### config.mk
export PLATFORM = sky130hd
export DESIGN_NAME = sfbl_core
export DESIGN_NICKNAME = d
export VERILOG_FILES = /design/src/sfbl_pkg.sv /design/src/sfbl_alu_if.sv /design/src/sfbl_alu.sv /design/src/sfbl_core.sv
export VERILOG_INCLUDE_DIRS = /design/src
export SDC_FILE = /design/constraint.sdc
export NUM_CORES = 2
export LEC_CHECK = 0
export CORE_MARGIN = 3
export CORE_UTILIZATION = 50
export CTS_BUF_LIST = sky130_fd_sc_hd__clkbuf_2
export DETAILED_ROUTE_END_ITERATION = 6
export DONT_BUFFER_PORTS = 1
export PLACE_DENSITY = 0.64
export SLEW_MARGIN = 10
export SYNTH_ARGS = -nofsm -noshare
export SYNTH_HDL_FRONTEND = slang
export SYNTH_SLANG_ARGS = --single-unit
### constraint.sdc
create_clock -name clk -period 20.7 [get_ports clk]
set_clock_uncertainty 0.2 [all_clocks]
set_input_delay 1.035 -clock clk [delete_from_list [all_inputs] [get_ports clk]]
set_output_delay 1.035 -clock clk [all_outputs]
set_load 0.02 [all_outputs]
### src/sfbl_regs.svh
// Offsets, field positions, reset values and sizes of the status flags and bank layout block
`ifndef SFBL_REGS_SVH
`define SFBL_REGS_SVH
`define SFBL_ADDR_W 12
`define SFBL_OFS_W 7
`define SFBL_BANK_W 5
`define SFBL_STATUS_OFS 7'h03
`define SFBL_CORE_LAST 7'h0B
`define SFBL_PERIPH_FIRST 7'h0C
`define SFBL_PERIPH_LAST 7'h1F
`define SFBL_PERIPH_BYTES 20
`define SFBL_GPR_FIRST 7'h20
`define SFBL_GPR_LAST 7'h6F
`define SFBL_COMMON_FIRST 7'h70
`define SFBL_GPR_BYTES 80
`define SFBL_COMMON_BYTES 16
`define SFBL_GPR_BANKS 3
`define SFBL_NUM_BANKS 32
`define SFBL_BIT_WDOG 4
`define SFBL_BIT_SLEEP 3
`define SFBL_BIT_ZERO 2
`define SFBL_BIT_HALF 1
`define SFBL_BIT_CARRY 0
`define SFBL_POR_WDOG 1'h1
`define SFBL_POR_SLEEP 1'h1
`define SFBL_POR_ARITH 3'h0
`endif

### src/sfbl_pkg.sv
// Types shared by the status flags and bank layout block
package sfbl_pkg;
   // Operation performed for one completed instruction
   typedef enum logic [3:0] {
      SFBL_OP_PASS_A,
      SFBL_OP_PASS_B,
      SFBL_OP_CLEAR,
      SFBL_OP_ADD,
      SFBL_OP_SUB,
      SFBL_OP_AND,
      SFBL_OP_OR,
      SFBL_OP_XOR,
      SFBL_OP_ROT_RIGHT,
      SFBL_OP_ROT_LEFT,
      SFBL_OP_SWAP
   } sfbl_op_type;
   // Arithmetic flags in status order: zero, half_nibble_out, carry
   typedef struct packed {
      logic zero;
      logic half_nibble_out;
      logic carry;
   } sfbl_arith_type;
   // Where a data memory access lands
   typedef enum logic [2:0] {
      SFBL_AREA_STATUS,
      SFBL_AREA_CORE,
      SFBL_AREA_PERIPH,
      SFBL_AREA_GPR,
      SFBL_AREA_COMMON,
      SFBL_AREA_NONE
   } sfbl_area_type;
endpackage

### src/sfbl_alu_if.sv
// Carrier between the core and its flag calculator
`timescale 1ns/10ps
`default_nettype none
interface sfbl_alu_if;
   import sfbl_pkg::*;
   sfbl_op_type op;
   logic [7:0] a;
   logic [7:0] b;
   logic carry_in;
   logic [7:0] result;
   sfbl_arith_type flags;
   sfbl_arith_type flag_mask;
   modport core (output op, a, b, carry_in, input result, flags, flag_mask);
   modport alu (input op, a, b, carry_in, output result, flags, flag_mask);
endinterface
`default_nettype wire

### src/sfbl_alu.sv
// Result and flag calculator for one instruction
`timescale 1ns/10ps
`default_nettype none
module sfbl_alu
   import sfbl_pkg::*;
(
   sfbl_alu_if.alu bus
);
   logic [8:0] sum;
   logic [4:0] low_sum;

   // Subtract adds the inverted operand plus one, so carries mean no borrow
   always_comb begin
      if (bus.op == SFBL_OP_SUB) begin
         sum = {1'b0, bus.b} + {1'b0, ~bus.a} + 9'h001;
         low_sum = {1'b0, bus.b[3:0]} + {1'b0, ~bus.a[3:0]} + 5'h01;
      end else begin
         sum = {1'b0, bus.b} + {1'b0, bus.a};
         low_sum = {1'b0, bus.b[3:0]} + {1'b0, bus.a[3:0]};
      end
   end

   // Result, produced flags and which flags the operation owns
   always_comb begin
      bus.result = 8'h00;
      bus.flags = '0;
      bus.flag_mask = '0;
      unique case (bus.op)
         SFBL_OP_PASS_A: bus.result = bus.a;
         SFBL_OP_PASS_B: bus.result = bus.b;
         SFBL_OP_SWAP: bus.result = {bus.b[3:0], bus.b[7:4]};
         SFBL_OP_CLEAR: begin
            bus.result = 8'h00;
            bus.flag_mask = 3'h4;
         end
         SFBL_OP_ADD, SFBL_OP_SUB: begin
            bus.result = sum[7:0];
            bus.flags.half_nibble_out = low_sum[4];
            bus.flags.carry = sum[8];
            bus.flag_mask = 3'h7;
         end
         SFBL_OP_AND: begin
            bus.result = bus.a & bus.b;
            bus.flag_mask = 3'h4;
         end
         SFBL_OP_OR: begin
            bus.result = bus.a | bus.b;
            bus.flag_mask = 3'h4;
         end
         SFBL_OP_XOR: begin
            bus.result = bus.a ^ bus.b;
            bus.flag_mask = 3'h4;
         end
         SFBL_OP_ROT_RIGHT: begin
            bus.result = {bus.carry_in, bus.b[7:1]};
            bus.flags.carry = bus.b[0];
            bus.flag_mask = 3'h1;
         end
         SFBL_OP_ROT_LEFT: begin
            bus.result = {bus.b[6:0], bus.carry_in};
            bus.flags.carry = bus.b[7];
            bus.flag_mask = 3'h1;
         end
         default: bus.result = 8'h00;
      endcase
      bus.flags.zero = (bus.result == 8'h00);
   end
endmodule // sfbl_alu
`default_nettype wire

### src/sfbl_core.sv
// Status flag register and banked data memory decode with general and common RAM
`timescale 1ns/10ps
`default_nettype none
`include "sfbl_regs.svh"
module sfbl_core
   import sfbl_pkg::*;
#(
   parameter int GPR_BANKS = `SFBL_GPR_BANKS
)
(
   input wire logic clk,
   input wire logic rst,
   input wire logic por_rst,
   input wire logic instr_valid,
   input wire sfbl_op_type instr_op,
   input wire logic [7:0] instr_a,
   input wire logic [7:0] instr_b,
   input wire logic instr_to_file,
   input wire logic [`SFBL_ADDR_W-1:0] instr_addr,
   input wire logic watchdog_kick_instr,
   input wire logic sleep_instr,
   input wire logic watchdog_timer_expired,
   input wire logic mem_rd,
   input wire logic mem_wr,
   input wire logic mem_linear,
   input wire logic [`SFBL_ADDR_W-1:0] mem_addr,
   input wire logic [7:0] mem_wdata,
   input wire logic [7:0] ext_rdata,
   output logic [7:0] mem_rdata,
   output logic mem_rvalid,
   output logic [7:0] instr_result,
   output logic [7:0] status_flags,
   output logic ext_wr,
   output logic ext_is_periph,
   output logic [`SFBL_ADDR_W-1:0] ext_addr,
   output logic [7:0] ext_wdata
);
   localparam int GPR_TOTAL = GPR_BANKS * `SFBL_GPR_BYTES;
   localparam int GPR_IDX_W = $clog2(GPR_TOTAL);

   // Refuse RAM sizes the bank field cannot address
   if (GPR_BANKS < 1 || GPR_BANKS > `SFBL_NUM_BANKS) begin : g_bad_banks
      $error("sfbl_core: GPR_BANKS must lie between 1 and 32");
   end

   // Refuse a linear general RAM index wider than the data address
   if (GPR_IDX_W > `SFBL_ADDR_W) begin : g_bad_index
      $error("sfbl_core: general RAM index does not fit the data address");
   end

   // Status must sit among the core registers shared by every bank
   if (32'(`SFBL_STATUS_OFS) > 32'(`SFBL_CORE_LAST)) begin : g_bad_status
      $error("sfbl_core: status offset lies outside the core registers");
   end

   // Peripheral window must span its byte count directly after the core registers
   if (32'(`SFBL_PERIPH_LAST) - 32'(`SFBL_PERIPH_FIRST) + 1 != `SFBL_PERIPH_BYTES
         || 32'(`SFBL_PERIPH_FIRST) != 32'(`SFBL_CORE_LAST) + 1) begin : g_bad_periph
      $error("sfbl_core: peripheral window and byte count disagree");
   end

   // General RAM window must span its byte count directly after the peripherals
   if (32'(`SFBL_GPR_LAST) - 32'(`SFBL_GPR_FIRST) + 1 != `SFBL_GPR_BYTES
         || 32'(`SFBL_GPR_FIRST) != 32'(`SFBL_PERIPH_LAST) + 1) begin : g_bad_window
      $error("sfbl_core: general RAM window and byte count disagree");
   end

   // Common RAM closes the bank and is indexed by the low four offset bits
   if (`SFBL_COMMON_BYTES != 16
         || 32'(`SFBL_COMMON_FIRST) + `SFBL_COMMON_BYTES != (1 << `SFBL_OFS_W)) begin : g_bad_common
      $error("sfbl_core: common RAM layout does not close the bank");
   end

   sfbl_alu_if alu_bus ();

   // Status storage
   logic watchdog_expiry_n;
   logic sleep_entered_n;
   sfbl_arith_type arith;

   // Storage arrays
   logic [7:0] gpr_mem [GPR_TOTAL];
   logic [7:0] common_mem [`SFBL_COMMON_BYTES];

   // Write port selection
   logic wr_fire;
   logic wr_linear;
   logic [`SFBL_ADDR_W-1:0] wr_addr;
   logic [7:0] wr_data;
   logic wr_flag_owned;
   sfbl_area_type wr_area;
   logic [GPR_IDX_W-1:0] wr_gpr_idx;
   logic [3:0] wr_common_idx;

   // Write strobes, merged low status bits and the accepted instruction
   logic status_store;
   logic gpr_store;
   logic common_store;
   logic ext_store;
   logic [2:0] stored_arith;
   logic instr_take;

   // Read port decode
   sfbl_area_type rd_area;
   logic [GPR_IDX_W-1:0] rd_gpr_idx;
   logic [3:0] rd_common_idx;
   logic [7:0] status_view;

   // Area of a banked address: bank in the top bits, offset below
   function automatic sfbl_area_type area_of(input logic [`SFBL_ADDR_W-1:0] addr);
      logic [`SFBL_OFS_W-1:0] ofs;
      logic [`SFBL_BANK_W-1:0] bank;
      ofs = addr[`SFBL_OFS_W-1:0];
      bank = addr[`SFBL_ADDR_W-1:`SFBL_OFS_W];
      if (ofs == `SFBL_STATUS_OFS) begin
         area_of = SFBL_AREA_STATUS;
      end else if (ofs <= `SFBL_CORE_LAST) begin
         area_of = SFBL_AREA_CORE;
      end else if (ofs <= `SFBL_PERIPH_LAST) begin
         area_of = SFBL_AREA_PERIPH;
      end else if (ofs <= `SFBL_GPR_LAST) begin
         if (32'(bank) < GPR_BANKS) begin
            area_of = SFBL_AREA_GPR;
         end else begin
            area_of = SFBL_AREA_NONE;
         end
      end else begin
         area_of = SFBL_AREA_COMMON;
      end
   endfunction

   // Flat general RAM index of a banked address
   function automatic logic [GPR_IDX_W-1:0] gpr_index(input logic [`SFBL_ADDR_W-1:0] addr);
      int idx;
      idx = 32'(addr[`SFBL_ADDR_W-1:`SFBL_OFS_W]) * `SFBL_GPR_BYTES
            + 32'(addr[`SFBL_OFS_W-1:0]) - 32'(`SFBL_GPR_FIRST);
      gpr_index = idx[GPR_IDX_W-1:0];
   endfunction

   // Linear accesses index the general RAM banks end to end
   function automatic sfbl_area_type linear_area(input logic [`SFBL_ADDR_W-1:0] addr);
      if (32'(addr) < GPR_TOTAL) begin
         linear_area = SFBL_AREA_GPR;
      end else begin
         linear_area = SFBL_AREA_NONE;
      end
   endfunction

   // Flag calculator feed
   assign alu_bus.op = instr_op;
   assign alu_bus.a = instr_a;
   assign alu_bus.b = instr_b;
   assign alu_bus.carry_in = arith.carry;

   sfbl_alu u_alu (
      .bus(alu_bus.alu)
   );

   // Only a completed instruction with a known operation acts; a stray code is dropped
   assign instr_take = instr_valid && (instr_op inside {SFBL_OP_PASS_A, SFBL_OP_PASS_B, SFBL_OP_CLEAR,
      SFBL_OP_ADD, SFBL_OP_SUB, SFBL_OP_AND, SFBL_OP_OR, SFBL_OP_XOR, SFBL_OP_ROT_RIGHT, SFBL_OP_ROT_LEFT,
      SFBL_OP_SWAP});

   // Instruction write wins over the memory port in the same cycle
   always_comb begin
      wr_fire = 1'b0;
      wr_linear = 1'b0;
      wr_addr = '0;
      wr_data = 8'h00;
      wr_flag_owned = 1'b0;
      if (instr_take && instr_to_file) begin
         wr_fire = 1'b1;
         wr_addr = instr_addr;
         wr_data = alu_bus.result;
         wr_flag_owned = (alu_bus.flag_mask != 3'h0);
      end else if (mem_wr) begin
         wr_fire = 1'b1;
         wr_linear = mem_linear;
         wr_addr = mem_addr;
         wr_data = mem_wdata;
      end
   end

   // Write target decode
   always_comb begin
      if (wr_linear) begin
         wr_area = linear_area(wr_addr);
         wr_gpr_idx = wr_addr[GPR_IDX_W-1:0];
      end else begin
         wr_area = area_of(wr_addr);
         wr_gpr_idx = gpr_index(wr_addr);
      end
      wr_common_idx = wr_addr[3:0];
   end

   // One strobe per write target; a flag-owning instruction stores nothing into status
   assign status_store = wr_fire && wr_area == SFBL_AREA_STATUS && !wr_flag_owned;
   assign gpr_store = wr_fire && wr_area == SFBL_AREA_GPR;
   assign common_store = wr_fire && wr_area == SFBL_AREA_COMMON;
   assign ext_store = wr_fire && (wr_area == SFBL_AREA_CORE || wr_area == SFBL_AREA_PERIPH);

   // Low status bits after a plain write, before the computed flags take their bits
   assign stored_arith = status_store ? wr_data[2:0] : arith;

   // Read target decode
   always_comb begin
      if (mem_linear) begin
         rd_area = linear_area(mem_addr);
         rd_gpr_idx = mem_addr[GPR_IDX_W-1:0];
      end else begin
         rd_area = area_of(mem_addr);
         rd_gpr_idx = gpr_index(mem_addr);
      end
      rd_common_idx = mem_addr[3:0];
   end

   // Status as seen by a read, top three bits fixed at zero
   assign status_view = {3'h0, watchdog_expiry_n, sleep_entered_n, arith};

   // Watchdog-expiry flag: expiry beats a kick or sleep in the same cycle
   always_ff @(posedge clk) begin
      if (rst) begin
         if (por_rst) begin
            watchdog_expiry_n <= `SFBL_POR_WDOG;
         end
      end else if (watchdog_timer_expired) begin
         watchdog_expiry_n <= 1'b0;
      end else if (watchdog_kick_instr || sleep_instr) begin
         watchdog_expiry_n <= 1'b1;
      end
   end

   // Sleep-entered flag: sleep beats a kick in the same cycle; no write path exists
   always_ff @(posedge clk) begin
      if (rst) begin
         if (por_rst) begin
            sleep_entered_n <= `SFBL_POR_SLEEP;
         end
      end else if (sleep_instr) begin
         sleep_entered_n <= 1'b0;
      end else if (watchdog_kick_instr) begin
         sleep_entered_n <= 1'b1;
      end
   end

   // Arithmetic flags: computed flags own their bits, a status write fills the rest
   always_ff @(posedge clk) begin
      if (rst) begin
         if (por_rst) begin
            arith <= `SFBL_POR_ARITH;
         end
      end else begin
         arith <= stored_arith;
         if (instr_take) begin
            if (alu_bus.flag_mask.zero) begin
               arith.zero <= alu_bus.flags.zero;
            end
            if (alu_bus.flag_mask.half_nibble_out) begin
               arith.half_nibble_out <= alu_bus.flags.half_nibble_out;
            end
            if (alu_bus.flag_mask.carry) begin
               arith.carry <= alu_bus.flags.carry;
            end
         end
      end
   end

   // Status mirror on the output
   always_ff @(posedge clk) begin
      if (rst) begin
         if (por_rst) begin
            status_flags <= {3'h0, `SFBL_POR_WDOG, `SFBL_POR_SLEEP, `SFBL_POR_ARITH};
         end
      end else begin
         status_flags <= 8'h00;
         status_flags[`SFBL_BIT_WDOG] <= watchdog_timer_expired ? 1'b0 :
            ((watchdog_kick_instr || sleep_instr) ? 1'b1 : watchdog_expiry_n);
         status_flags[`SFBL_BIT_SLEEP] <= sleep_instr ? 1'b0 :
            (watchdog_kick_instr ? 1'b1 : sleep_entered_n);
         status_flags[2:0] <= stored_arith;
         if (instr_take) begin
            status_flags[2:0] <= (alu_bus.flag_mask & alu_bus.flags) | (~alu_bus.flag_mask & stored_arith);
         end
      end
   end

   // General and common RAM writes
   always_ff @(posedge clk) begin
      if (gpr_store) begin
         gpr_mem[wr_gpr_idx] <= wr_data;
      end
      if (common_store) begin
         common_mem[wr_common_idx] <= wr_data;
      end
   end

   // Writes to peripheral and other core registers leave one cycle later
   always_ff @(posedge clk) begin
      if (rst) begin
         ext_wr <= 1'b0;
         ext_is_periph <= 1'b0;
         ext_addr <= '0;
         ext_wdata <= 8'h00;
      end else begin
         ext_wr <= ext_store;
         ext_is_periph <= wr_fire && wr_area == SFBL_AREA_PERIPH;
         if (wr_fire) begin
            ext_addr <= wr_addr;
            ext_wdata <= wr_data;
         end
      end
   end

   // Instruction result for the accumulator side
   always_ff @(posedge clk) begin
      if (rst) begin
         instr_result <= 8'h00;
      end else if (instr_take) begin
         instr_result <= alu_bus.result;
      end
   end

   // Read port: one cycle from request to data
   always_ff @(posedge clk) begin
      if (rst) begin
         mem_rdata <= 8'h00;
         mem_rvalid <= 1'b0;
      end else begin
         mem_rvalid <= mem_rd;
         if (mem_rd) begin
            unique case (rd_area)
               SFBL_AREA_STATUS: mem_rdata <= status_view;
               SFBL_AREA_CORE, SFBL_AREA_PERIPH: mem_rdata <= ext_rdata;
               SFBL_AREA_GPR: mem_rdata <= gpr_mem[rd_gpr_idx];
               SFBL_AREA_COMMON: mem_rdata <= common_mem[rd_common_idx];
               SFBL_AREA_NONE: mem_rdata <= 8'h00;
               default: mem_rdata <= 8'h00;
            endcase
         end
      end
   end
endmodule // sfbl_core
`default_nettype wire

==> reports/metrics.csv <==
metric,value,unit
outcome,"finished, violations left",
failed_checks,max-slew violations,
yosys.cell_count.top_type,edfxtp_1,
top_usage_layer,met2,
dp_cells,6433,
fillers,12910,
power.density,87.56,nW/um^2
async_flop_share,0,%
synth_warnings,0,
peakVddDrop,58.09,uV
cp_max_fo,47,
ctsHtreeMaxLevel,6,
ys_types,99,
cts_root_buffer,clkbuf_2,
timing.fmax,0.1274,GHz
fin_cells,7511,
path_class,in -> reg,
synth_cells,4425,
drtPass1Iterations,6,
crit_arrival,8.95,ns
slew_viol_final,182,
clk_latency,1.75,ns
grt_pass1_vias,48800,
grt-ovfl-total,0,
initial_core_util,50.53,%
grt_start_max_net_pins,560,
place_area,87380,sq um
ios,118,
syn_area_per_cell,19.16,sq um
drt-total-wl,257100,microns
finalHoldViolCount,0,
gp_congestion,0.9457,
grt_util_met1,39.99,%
synth_seq_cells,2092,
cts_num_sinks,2092,
netlist_top_cells_area,"edfxtp_1 (73%), mux4_2 (11%), mux2i_1 (1.9%)",
final_layout_size_suffix_gt1_share,29.48,%
grt_util_met2,43.50,%
drv_cap,0,
via_count,49380,
die_h,417.8,microns
period_share,37.93,%
area_growth,10.59,%
drc_errors,0,
min_path_type,in -> reg,
end_kind,flip-flop,
holdWs,0.3395,ns
synth-main-ff-cell,edfxtp_1,
synth_area,84780,sq um
rsz0062_at_grt,false,
first_iter_violations,7173,
grt_pass1_wl,365100,microns
relSlewSlack,-19.80,%
post-dp-hpwl,143800,microns
io_buffer_count,0,
dieArea,174500,sq um
setup.worst_path.start_class,input pin,
period_needed,7.852,ns
fp-row-count,150,
synth_commonest_cells,"edfxtp_1 (2,053), mux4_2 (426), nor2_1 (264)",
coreArea,167800,sq um
viasPerCell,6.574,
ys_seq_area_share,73.64,%
worstPathRequired,21.80,ns
synth_edf_count,2053,
p_leak,28.44,nW
antenna_found_initial,13,
met3_usage,9.970,%
cts_resized,0,
synth_area_leader_cell,edfxtp_1,
finalSetupViolations,0,
finalInstanceArea,93760,sq um
grt_use_total,29.49,%
fin_nets,5050,
cts_tree,built,
yosysTopAreaCellShare,72.71,%
cts_inserted_buffers,534,
clk_path_buf_depth,4,
fin_setup_tns,0,ns
wl_per_cell,34.23,microns
ant_nets,0,
die_w,417.8,microns
clk_pin_slew,0.11,ns
worstMarginPinSlew,1.797,ns
==> critical path: stages <==
cell	delay [ns]
dlygate4sd3_1	1.28
a21oi_2	0.21
o211ai_4	0.21
buf_4	0.52
mux2i_1	0.69
dlygate4sd3_1	0.68
inv_1	0.11
ha_1	0.21
ha_1	0.22
fa_1	0.44
xnor2_1	0.20
xnor2_1	0.16
xnor3_2	0.37
o21a_4	0.63
buf_4	0.73
buf_4	0.84
nor4_2	0.28
==> per-stage QoR <==
step	power [W]	utilization [%]	worst slack (ns)
detailed placement	0.005531	52.08	13.30
finish	0.008210	55.88	12.85
global placement	0.005530	52.08	13.34
global route	0.008503	55.86	12.80
CTS	0.008204	55.79	13.39
floorplan	0.005294	-	5.945
==> power breakdown <==
group	total [W]	internal [W]	switching [W]	leakage [nW]
Combinational	0.000816	0.000219	0.000597	7.56
Sequential	0.00472	0.00470	0.0000177	17.4
Clock	0.00267	0.00104	0.00164	3.46
Total	0.00821	0.00596	0.00225	28.4
==> state kept, by name, indices dropped and copies added (netlist names), 4 cells and up <==
| name | count |
|---|---|
| ext_wdata | 8 |
| status_flags | 4 |
| ext_addr | 12 |
| instr_result | 8 |
| gpr_mem | 1920 |
| common_mem | 128 |
| mem_rdata | 8 |
==> cell usage in the layout, fill, tap and decap left out, types with 24 or more instances in the layout <==
| cell type | n |
|---|---|
| o22ai_1 | 93 |
| ha_1 | 32 |
| dlygate4sd3_1 | 171 |
| clkbuf_2 | 731 |
| nor2_1 | 260 |
| a22oi_1 | 72 |
| inv_1 | 38 |
| buf_4 | 99 |
| mux2_2 | 73 |
| nor3_1 | 31 |
| clkinv_1 | 107 |
| nor4_1 | 33 |
| mux2i_1 | 161 |
| nand2_1 | 107 |
| a211oi_1 | 45 |
| nor4_2 | 98 |
| mux4_2 | 426 |
| dfxtp_1 | 39 |
| edfxtp_1 | 2053 |
| nand3_1 | 41 |
| clkinv_2 | 24 |
| a21oi_1 | 73 |
| o21ai_0 | 50 |
| nor2b_1 | 27 |
==> layer usage <==
metal	wire, microns	share of wire, %	vias to the layer above
li1	-	-	19750
met1	94970	37	25150
met2	116500	45	3834
met3	34190	13	635
met4	11480	4.5	4
met5	30	0.012	-
==> cell families (layout without fill, tap and decap cells) <==
| family | count (synthesis) | in the layout | synth area share, % |
|---|---|---|---|
| AOI/OAI and AO/OA | 561 | 561 | 4.718 |
| adders and majority gates | 36 | 36 | 0.5667 |
| other | 1 | 18 | 0.004423 |
| xor gates and xnor gates | 12 | 12 | 0.1579 |
| and+or+nand+nor | 711 | 711 | 4.494 |
| buffers and inverters | 344 | 1209 | 2.118 |
| muxes | 668 | 668 | 14.31 |
| DFF | 2092 | 2092 | 73.64 |
==> area by class of cell <==
class                   count  area, sq um  share of cell area (%)
clock buffers             731         3659                   3.902
diodes                     15        37.54                 0.04004
multi-input cells        1991        21190                   22.60
repair buffers            281         2705                   2.885
well taps                2204         2758                   2.941
flip-flops and latches   2092        62430                   66.59
clock inverters           154        799.5                  0.8528
inverters                  43        176.4                  0.1882
==> final timing paths <==
kind / endpoint / from / cells after the start / slack (ns)
worst max-delay path: gpr_mem[189][3] / instr_op[0] / 17 / 12.85
worst min-delay path: common_mem[2][0] / mem_addr[5] / 6 / 0.34
worst min register to register: ext_addr[7] / ext_addr[7] / 3 / 0.94
worst max register to register: gpr_mem[10][7] / status_flags[0] / 10 / 15.31
==> repair_timing <==
action,in CTS,in global routing
buffers inserted,0,0
setup endpoints to repair,0,0
hold buffers,174,0
endpoints found under the hold margin,1088,0
Note: power is estimated with default switching activity, not from simulation.
